File: src/pkg/uvp_pkg.sv
// Functional notes
// - stage starts while smallest line voltage is under its start threshold
// - stage trips after start persists longer than the operate delay
// - external block input suppresses start and trip while high
// - stage self-blocked while largest line voltage is under block limit
// - block limit of zero disables self-blocking
// - three independent stages with fixed delay characteristic
// - four setting groups per stage; active group selects settings
// - start threshold 20 to 120 percent in 1 percent steps
// - operate delay up to 300 s; minimum 0.08, 0.06, 0.04 s
// - start releases only above threshold times reset ratio 1.001 to 1.200
// - block limit 0 to 80 percent of nominal
// - stage one release delay 0.06 to 300 s in 0.02 s steps
// - smallest delay setting gives the stage minimum of 0.08, 0.06 or 0.04 s, not instantaneous operation
package uvp_pkg;

  // ****************************************
  // widths and counts
  // ****************************************
  localparam int NSTG = 3;
  localparam int NGRP = 4;
  localparam int GW   = 2;
  localparam int VW   = 12;  // voltage in 0.1 % of nominal
  localparam int PW   = 7;   // percent settings
  localparam int HW   = 8;   // hysteresis in 0.1 %
  localparam int DW   = 15;  // delays in ticks
  localparam int MW   = 24;  // product width

  // ****************************************
  // setting ranges and scaling
  // ****************************************
  localparam logic [PW-1:0] THR_MIN_PCT   = 7'h14;
  localparam logic [PW-1:0] THR_MAX_PCT   = 7'h78;
  localparam logic [PW-1:0] LIM_MAX_PCT   = 7'h50;
  localparam logic [PW-1:0] LIM_OFF       = 7'h00;
  localparam logic [10:0]   PCT_SCALE     = 11'h00A;
  localparam logic [HW-1:0] HYST_MIN      = 8'h01;
  localparam logic [HW-1:0] HYST_MAX      = 8'hC8;
  localparam logic [MW-1:0] HYST_DEN      = 24'h0003E8;
  localparam logic [MW-1:0] BLK_RATIO_NUM = 24'h000067;
  localparam logic [MW-1:0] BLK_RATIO_DEN = 24'h000064;
  localparam logic [VW-1:0] BLK_MARGIN    = 12'h005;

  // ****************************************
  // timing
  // ****************************************
  localparam int CLK_HZ      = 50000000;
  localparam int TICK_MS     = 10;
  localparam int TICK_CYCLES = CLK_HZ / 1000 * TICK_MS;
  localparam int DLY_MAX_MS  = 300000;
  localparam int REL_MIN_MS  = 60;
  localparam int OP_MIN_MS  [NSTG] = '{80, 60, 40};
  localparam int OP_STEP_MS [NSTG] = '{20, 20, 10};
  localparam int REL_STEP_MS = 20;
  localparam logic [DW-1:0] DLY_MAX_TICKS = DW'(DLY_MAX_MS / TICK_MS);
  localparam logic [DW-1:0] REL_MIN_TICKS = DW'((REL_MIN_MS + TICK_MS - 1) / TICK_MS);
  localparam logic [DW-1:0] REL_STEP_TICKS = DW'(REL_STEP_MS / TICK_MS);
  localparam logic [DW-1:0] ZERO_TICKS    = 15'h0000;

endpackage

File: src/uvp_stages.sv
`timescale 1ns/10ps
module uvp_stages
  import uvp_pkg::*;
#(
  parameter int TICK_CYC = TICK_CYCLES
) (
  input  wire logic                                 clk,
  input  wire logic                                 nrst,
  input  wire logic [VW-1:0]                        v_ab,
  input  wire logic [VW-1:0]                        v_bc,
  input  wire logic [VW-1:0]                        v_ca,
  input  wire logic [GW-1:0]                        group_sel,
  input  wire logic [NSTG-1:0]                      ext_block,
  input  wire logic [NSTG-1:0][NGRP-1:0][PW-1:0]    start_pct,
  input  wire logic [NSTG-1:0][NGRP-1:0][HW-1:0]    hyst_pm,
  input  wire logic [NSTG-1:0][NGRP-1:0][PW-1:0]    block_pct,
  input  wire logic [NSTG-1:0][NGRP-1:0][DW-1:0]    op_delay,
  input  wire logic [NGRP-1:0][DW-1:0]              release_delay,
  output logic      [NSTG-1:0]                      start,
  output logic      [NSTG-1:0]                      trip,
  output logic      [NSTG-1:0]                      self_blocked
);

  // ****************************************
  // tick divider
  // ****************************************
  logic [19:0] tick_cnt;
  logic        tick;
  // registered pulse: all three stages step their timers on the same edge

  always_ff @(posedge clk or negedge nrst) begin
    if (!nrst) begin
      tick_cnt <= 20'h00000;
      tick     <= 1'b0;
    end else if (tick_cnt >= 20'(TICK_CYC - 1)) begin
      tick_cnt <= 20'h00000;
      tick     <= 1'b1;
    end else begin
      tick_cnt <= tick_cnt + 20'h00001;
      tick     <= 1'b0;
    end
  end

  // ****************************************
  // smallest and largest line voltage
  // ****************************************
  logic [VW-1:0] smallest_line_voltage;
  logic [VW-1:0] largest_line_voltage;
  logic [VW-1:0] next_min;
  logic [VW-1:0] next_max;

  always_comb begin
    next_min = (v_ab < v_bc) ? v_ab : v_bc;
    next_min = (v_ca < next_min) ? v_ca : next_min;
    next_max = (v_ab > v_bc) ? v_ab : v_bc;
    next_max = (v_ca > next_max) ? v_ca : next_max;
  end

  always_ff @(posedge clk or negedge nrst) begin
    if (!nrst) begin
      // full scale until the first sample lands, so reset cannot fake an undervoltage or a self-block
      smallest_line_voltage <= '1;
      largest_line_voltage  <= '1;
    end else begin
      smallest_line_voltage <= next_min;
      largest_line_voltage  <= next_max;
    end
  end

  // ****************************************
  // stage-one release delay, active group
  // ****************************************
  logic [DW-1:0] rel_raw;
  logic [DW-1:0] eff_rel;

  always_comb begin
    rel_raw = release_delay[group_sel];
    // clamp before rounding so an odd full-scale value cannot wrap to zero
    if (rel_raw > DLY_MAX_TICKS) begin
      rel_raw = DLY_MAX_TICKS;
    end else if (rel_raw[0]) begin
      rel_raw = rel_raw + REL_STEP_TICKS - 15'h0001;
    end
    if (rel_raw < REL_MIN_TICKS) begin
      eff_rel = REL_MIN_TICKS;
    end else begin
      eff_rel = rel_raw;
    end
  end

  // ****************************************
  // per-stage logic
  // ****************************************
  logic [DW-1:0] op_cnt   [NSTG];
  logic [DW-1:0] rel_cnt  [NSTG];
  logic [DW-1:0] eff_op   [NSTG];
  logic [VW-1:0] thr_v    [NSTG];
  logic [VW-1:0] lim_v    [NSTG];
  logic          next_blk [NSTG];
  logic          next_st  [NSTG];
  logic          inh      [NSTG];
  logic          under    [NSTG];
  logic          held     [NSTG];

  genvar s;
  generate
    for (s = 0; s < NSTG; s++) begin : g_stage
      localparam logic [DW-1:0] OP_MIN  = DW'((OP_MIN_MS[s] + TICK_MS - 1) / TICK_MS);
      localparam logic [DW-1:0] OP_STEP = DW'(OP_STEP_MS[s] / TICK_MS);
      logic [PW-1:0] thr_pct;
      logic [PW-1:0] lim_pct;
      logic [HW-1:0] hyst;
      logic [DW-1:0] op_raw;
      logic [MW-1:0] thr_prod;
      logic [MW-1:0] min_prod;
      logic [MW-1:0] max_prod;
      logic [MW-1:0] lim_prod;

      always_comb begin
        thr_pct = start_pct[s][group_sel];
        lim_pct = block_pct[s][group_sel];
        hyst    = hyst_pm[s][group_sel];
        op_raw  = op_delay[s][group_sel];
        if (thr_pct < THR_MIN_PCT) begin
          thr_pct = THR_MIN_PCT;
        end else if (thr_pct > THR_MAX_PCT) begin
          thr_pct = THR_MAX_PCT;
        end
        if (lim_pct > LIM_MAX_PCT) begin
          lim_pct = LIM_MAX_PCT;
        end
        if (hyst < HYST_MIN) begin
          hyst = HYST_MIN;
        end else if (hyst > HYST_MAX) begin
          hyst = HYST_MAX;
        end
        if (op_raw > DLY_MAX_TICKS) begin
          op_raw = DLY_MAX_TICKS;
        end else if (OP_STEP > 15'h0001 && op_raw[0]) begin
          op_raw = op_raw + OP_STEP - 15'h0001;
        end
        if (op_raw < OP_MIN) begin
          eff_op[s] = OP_MIN;
        end else begin
          eff_op[s] = op_raw;
        end
        thr_v[s] = VW'(11'(thr_pct) * PCT_SCALE);
        lim_v[s] = VW'(11'(lim_pct) * PCT_SCALE);
        thr_prod = MW'(thr_v[s]) * (HYST_DEN + MW'(hyst));
        min_prod = MW'(smallest_line_voltage) * HYST_DEN;
        max_prod = MW'(largest_line_voltage) * BLK_RATIO_DEN;
        lim_prod = MW'(lim_v[s]) * BLK_RATIO_NUM;
      end

      // self-block with release margin
      always_comb begin
        if (lim_pct == LIM_OFF) begin
          next_blk[s] = 1'b0;
        end else if (largest_line_voltage < lim_v[s]) begin
          next_blk[s] = 1'b1;
        end else if (self_blocked[s] && max_prod > lim_prod &&
                     largest_line_voltage > lim_v[s] + BLK_MARGIN) begin
          next_blk[s] = 1'b0;
        end else begin
          next_blk[s] = self_blocked[s];
        end
        inh[s]     = ext_block[s] | next_blk[s];
        under[s]   = smallest_line_voltage < thr_v[s];
        held[s]    = start[s] && !(min_prod > thr_prod);
        next_st[s] = !inh[s] && (under[s] || held[s]);
      end

      always_ff @(posedge clk or negedge nrst) begin
        if (!nrst) begin
          self_blocked[s] <= 1'b0;
        end else begin
          self_blocked[s] <= next_blk[s];
        end
      end

      always_ff @(posedge clk or negedge nrst) begin
        if (!nrst) begin
          start[s] <= 1'b0;
        end else begin
          start[s] <= next_st[s];
        end
      end

      // operate timer
      always_ff @(posedge clk or negedge nrst) begin
        if (!nrst) begin
          op_cnt[s] <= ZERO_TICKS;
        end else if (!next_st[s]) begin
          op_cnt[s] <= ZERO_TICKS;
        end else if (tick && op_cnt[s] < eff_op[s]) begin
          op_cnt[s] <= op_cnt[s] + 15'h0001;
        end
      end

      // only stage one holds its trip after the start releases
      always_ff @(posedge clk or negedge nrst) begin
        if (!nrst) begin
          rel_cnt[s] <= ZERO_TICKS;
        end else if (s != 0 || start[s] || !trip[s]) begin
          rel_cnt[s] <= ZERO_TICKS;
        end else if (tick && rel_cnt[s] < eff_rel) begin
          rel_cnt[s] <= rel_cnt[s] + 15'h0001;
        end
      end

      always_ff @(posedge clk or negedge nrst) begin
        if (!nrst) begin
          trip[s] <= 1'b0;
        end else if (inh[s]) begin
          trip[s] <= 1'b0;
        end else if (start[s] && next_st[s] && op_cnt[s] >= eff_op[s]) begin
          trip[s] <= 1'b1;
        end else if (!start[s] && (s != 0 || rel_cnt[s] >= eff_rel)) begin
          trip[s] <= 1'b0;
        end
      end

    end
  endgenerate
endmodule
File: config.mk
export PLATFORM = sky130hd
export DESIGN_NAME = uvp_stages
export DESIGN_NICKNAME = d
export VERILOG_FILES = /design/src/pkg/uvp_pkg.sv /design/src/uvp_stages.sv
export SDC_FILE = /design/constraint.sdc
export NUM_CORES = 2
export LEC_CHECK = 0
export ABC_AREA = 0
export BUFFER_PORTS_ARGS = -buffer_cell sky130_fd_sc_hd__buf_2
export CAP_MARGIN = 5
export CORE_ASPECT_RATIO = 0.7
export CORE_MARGIN = 2
export CORE_UTILIZATION = 35
export CTS_CLUSTER_DIAMETER = 120
export DETAILED_ROUTE_END_ITERATION = 10
export GPL_TIMING_DRIVEN = 0
export SYNTH_ARGS = -nofsm -noshare
export SYNTH_HDL_FRONTEND = slang
export SYNTH_SLANG_ARGS = --single-unit
File: constraint.sdc
create_clock -name clk -period 13 [get_ports clk]
set_input_delay 0.65 -clock clk [delete_from_list [all_inputs] [get_ports clk]]
set_output_delay 0.65 -clock clk [all_outputs]
set_load 0.01 [all_outputs]
==> impl_metrics.yaml <==
synthesis:
  syn_nets: 5914
  synth.top_cells.by_area: "ha_1 (25%), fa_1 (17%), mux4_2 (7.3%), inv_1 (6.4%), dfrtp_1 (5.9%)"
  synthDominantCellAreaShare_pct: 24.5
  most_used_dff_post_synth: "dfrtp_1"
  synth-edff-count: 0
  avgSynthCellArea_um2: 8.79
  netlist-cell-type-count: 96
  yosysSeqAreaShare_pct: 7.61
  yosysWarningCount: 0
  mappedNetlistArea_um2: 37900
  synthArstFlopShare_pct: 100
  netlist_instances: 4309
  count_of_state_elements_after_synthesis: 114
  netlist.top_cell.by_area: "ha_1"
timing:
  slew_headroom_pct: 31.4
  grt_setup_unrepaired: "false"
  timing.final.hold_violations: 0
  setup_tns_ps: 0
  worst_pin_slew_ps: 1030
  max_freq_mhz: 81.0
  post_route_clock_period_utilization_pct: 94.9
  min_setup_slack_post_route_ps: 662
  slew_viol_final: 0
  finalWorstPathRequiredPeriod_ps: 12340
  final_setup_vio_count: 0
  worst_clock_skew_ps: 18.9
status:
  run_status: "finished clean"
drt:
  ant_nets: 0
  routed-via-count: 33500
  drt-vias-per-instance: 5.30
  dr.first_iter.drc_count: 2292
  drc: 0
  drtPass1Iterations: 6
  post_drt_wl_per_cell_um: 19.8
  routed_wirelength_um: 126000
placement:
  number_of_i_o_port_buffers: 553
  post-dp-hpwl_um: 109000
  place_worst_setup_slack_ps: -1130
  gp_congestion: 0.915
finish:
  area.growth.synth_to_final_pct: 13.7
  final_common_cell: "ha_1"
  final_layout_size_suffix_gt1_share_pct: 17.6
  final_nets: 6485
  commonest_cells_after_routing_fill_and_taps_aside: "ha_1 (743), inv_1 (643), buf_2 (561)"
worst_setup_path:
  criticalPathCategory: "in2reg"
  cp_data_required_time_ps: 13380
  crit_start: "group_sel[1]"
  crit_start_category: "input pin"
  cp-end-kind: "flop"
  critPathMaxStageDelay_ps: 560
  critical_path.max_fanout: 20
  worstReg2RegStart: "smallest_line_voltage[1]"
  worstPathArrival_ps: 12720
  crit_top_cell: "inv_1"
  timing.critical_path.slowest_stage_cell: "mux4_2"
global_routing:
  grt_max_degree: 83
  antenna_found_initial: 10
  all_layer_gr_usage_pct: 22.7
  global_route_wire_length_before_repair_um: 195000
  globalRoute.totalOverflow: 0
  vias_in_the_first_global_route: 33200
clocking:
  cts_inserted_buffers: 17
  ctsRootBufferMaster: "clkbuf_16"
  clk_pin_slew_worst_paths_ps: 60
  cts_max_path_buffers: 2
  cts-hold-fix-buffers: 0
  htree_levels: 4
  tritoncts_clock_tree: "done"
  cts.sink_count: 114
  clk_latency_ps: 450
floorplan:
  io-pin-count: 556
  row_count: 100
  floorplan.initialDensity_pct: 35.5
  fp.dieArea_um2: 111000
  core_region_area_um2: 107000
  die_x_um: 397
  dieHeight_um: 279
job:
  drv_cap: 0
hold_path:
  hold_wc_path_type: "in2async"
[synth_stat cells (8+ instances only)]
| cell | n |
|---|---|
| a2111oi_0 | 12 |
| a211o_1 | 9 |
| a211oi_1 | 29 |
| a21o_1 | 80 |
| a21oi_1 | 192 |
| a31oi_1 | 12 |
| and2_1 | 44 |
| and3_1 | 27 |
| and4_1 | 11 |
| buf_2 | 14 |
| buf_6 | 12 |
| clkbuf_1 | 51 |
| dfrtp_1 | 90 |
| dfstp_2 | 24 |
| fa_1 | 315 |
| ha_1 | 743 |
| inv_1 | 643 |
| mux2_2 | 17 |
| mux2i_1 | 34 |
| mux4_2 | 123 |
| nand2_1 | 318 |
| nand2b_1 | 67 |
| nand3_1 | 95 |
| nand4_1 | 64 |
| nor2_1 | 347 |
| nor2_2 | 10 |
| nor2b_1 | 42 |
| nor3_1 | 115 |
| nor3_2 | 10 |
| nor4_1 | 49 |
| o2111ai_1 | 8 |
| o211ai_1 | 28 |
| o21a_1 | 45 |
| o21ai_0 | 102 |
| o21bai_1 | 29 |
| o22ai_1 | 16 |
| o31ai_1 | 10 |
| or2_2 | 31 |
| or3_1 | 24 |
| xnor2_1 | 152 |
| xor2_1 | 117 |
[flip-flops by register name (all words and copies together) (netlist names)]
register / cells
op_cnt: 45
tick_cnt: 20
rel_cnt: 15
largest_line_voltage: 12
smallest_line_voltage: 12
self_blocked: 3
start: 3
trip: 3
tick: 1
[critical path: cells and delay by family]
family	cells	cell delay, ps
mux	1	560
xor+xnor	1	90
fa+ha+maj	10	3720
buf+inv	12	2260
compound gates	16	3850
simple gates	6	1470
[worst paths after layout]
path	to	cells after the start	slack (ps)
max	op_cnt[12]	46	660
min	op_cnt[34]	1	90
max reg2reg	op_cnt[12]	26	5500
min reg2reg	tick_cnt[0]	1	490
max in group asynchronous	largest_line_voltage[7]	2	12090
min in group clk	trip[2]	2	420
[layer usage]
layer  GRT usage, %  up-vias  part of all wire [%]
met5              0        -                 0.041
met4           4.27        8                   1.7
met3           3.26       92                   6.0
met2           35.0     1025                    43
met1           33.5    16300                    49
li1               -    16100                     -
[cell type report]
class	count	area (µm²)
Fill cell	10900	63800
Multi-Input combinational cell	3455	32100
Sequential cell	114	2880
Timing Repair Buffer	556	2810
Inverter	650	2440
Tap cell	1428	1790
Buffer	86	502
Clock buffer	19	443
Clock inverter	12	133
Antenna cell	7	17.5
[cell families (layout without fill, tap and decap cells)]
| group | count (synthesis) | count (layout) | synth area share (%) |
|---|---|---|---|
| AOI/OAI and AO/OA | 661 | 661 | 11.7 |
| xor gates and xnor gates | 269 | 269 | 6.22 |
| adders and majority gates | 1058 | 1058 | 41.2 |
| buffers and inverters | 740 | 1323 | 7.77 |
| DFF | 114 | 114 | 7.61 |
| muxes | 178 | 178 | 8.96 |
| other | 1 | 8 | 0.00990 |
| and+or+nand+nor | 1288 | 1288 | 16.6 |
[through the flow]
step	utilization (%)	hold WS (ps)	instances	area, µm²
after floorplan	-	354	4309	37900
after global placement	39.7	480	6290	42400
after detailed placement	39.8	487	6292	42500
after CTS	40.3	83.2	6322	43100
after global routing	40.3	94.6	6323	43100
final	40.3	85.6	6327	43100
[timing repair]
action,CTS,global route
buffers inserted,0,0
cloned,0,0
setup endpoints to repair,51,44
gates resized for setup,2,9
Power is left out: the tool's default activity adds up to more than one toggle a clock period on the data nets, which glitch-free logic cannot reach.
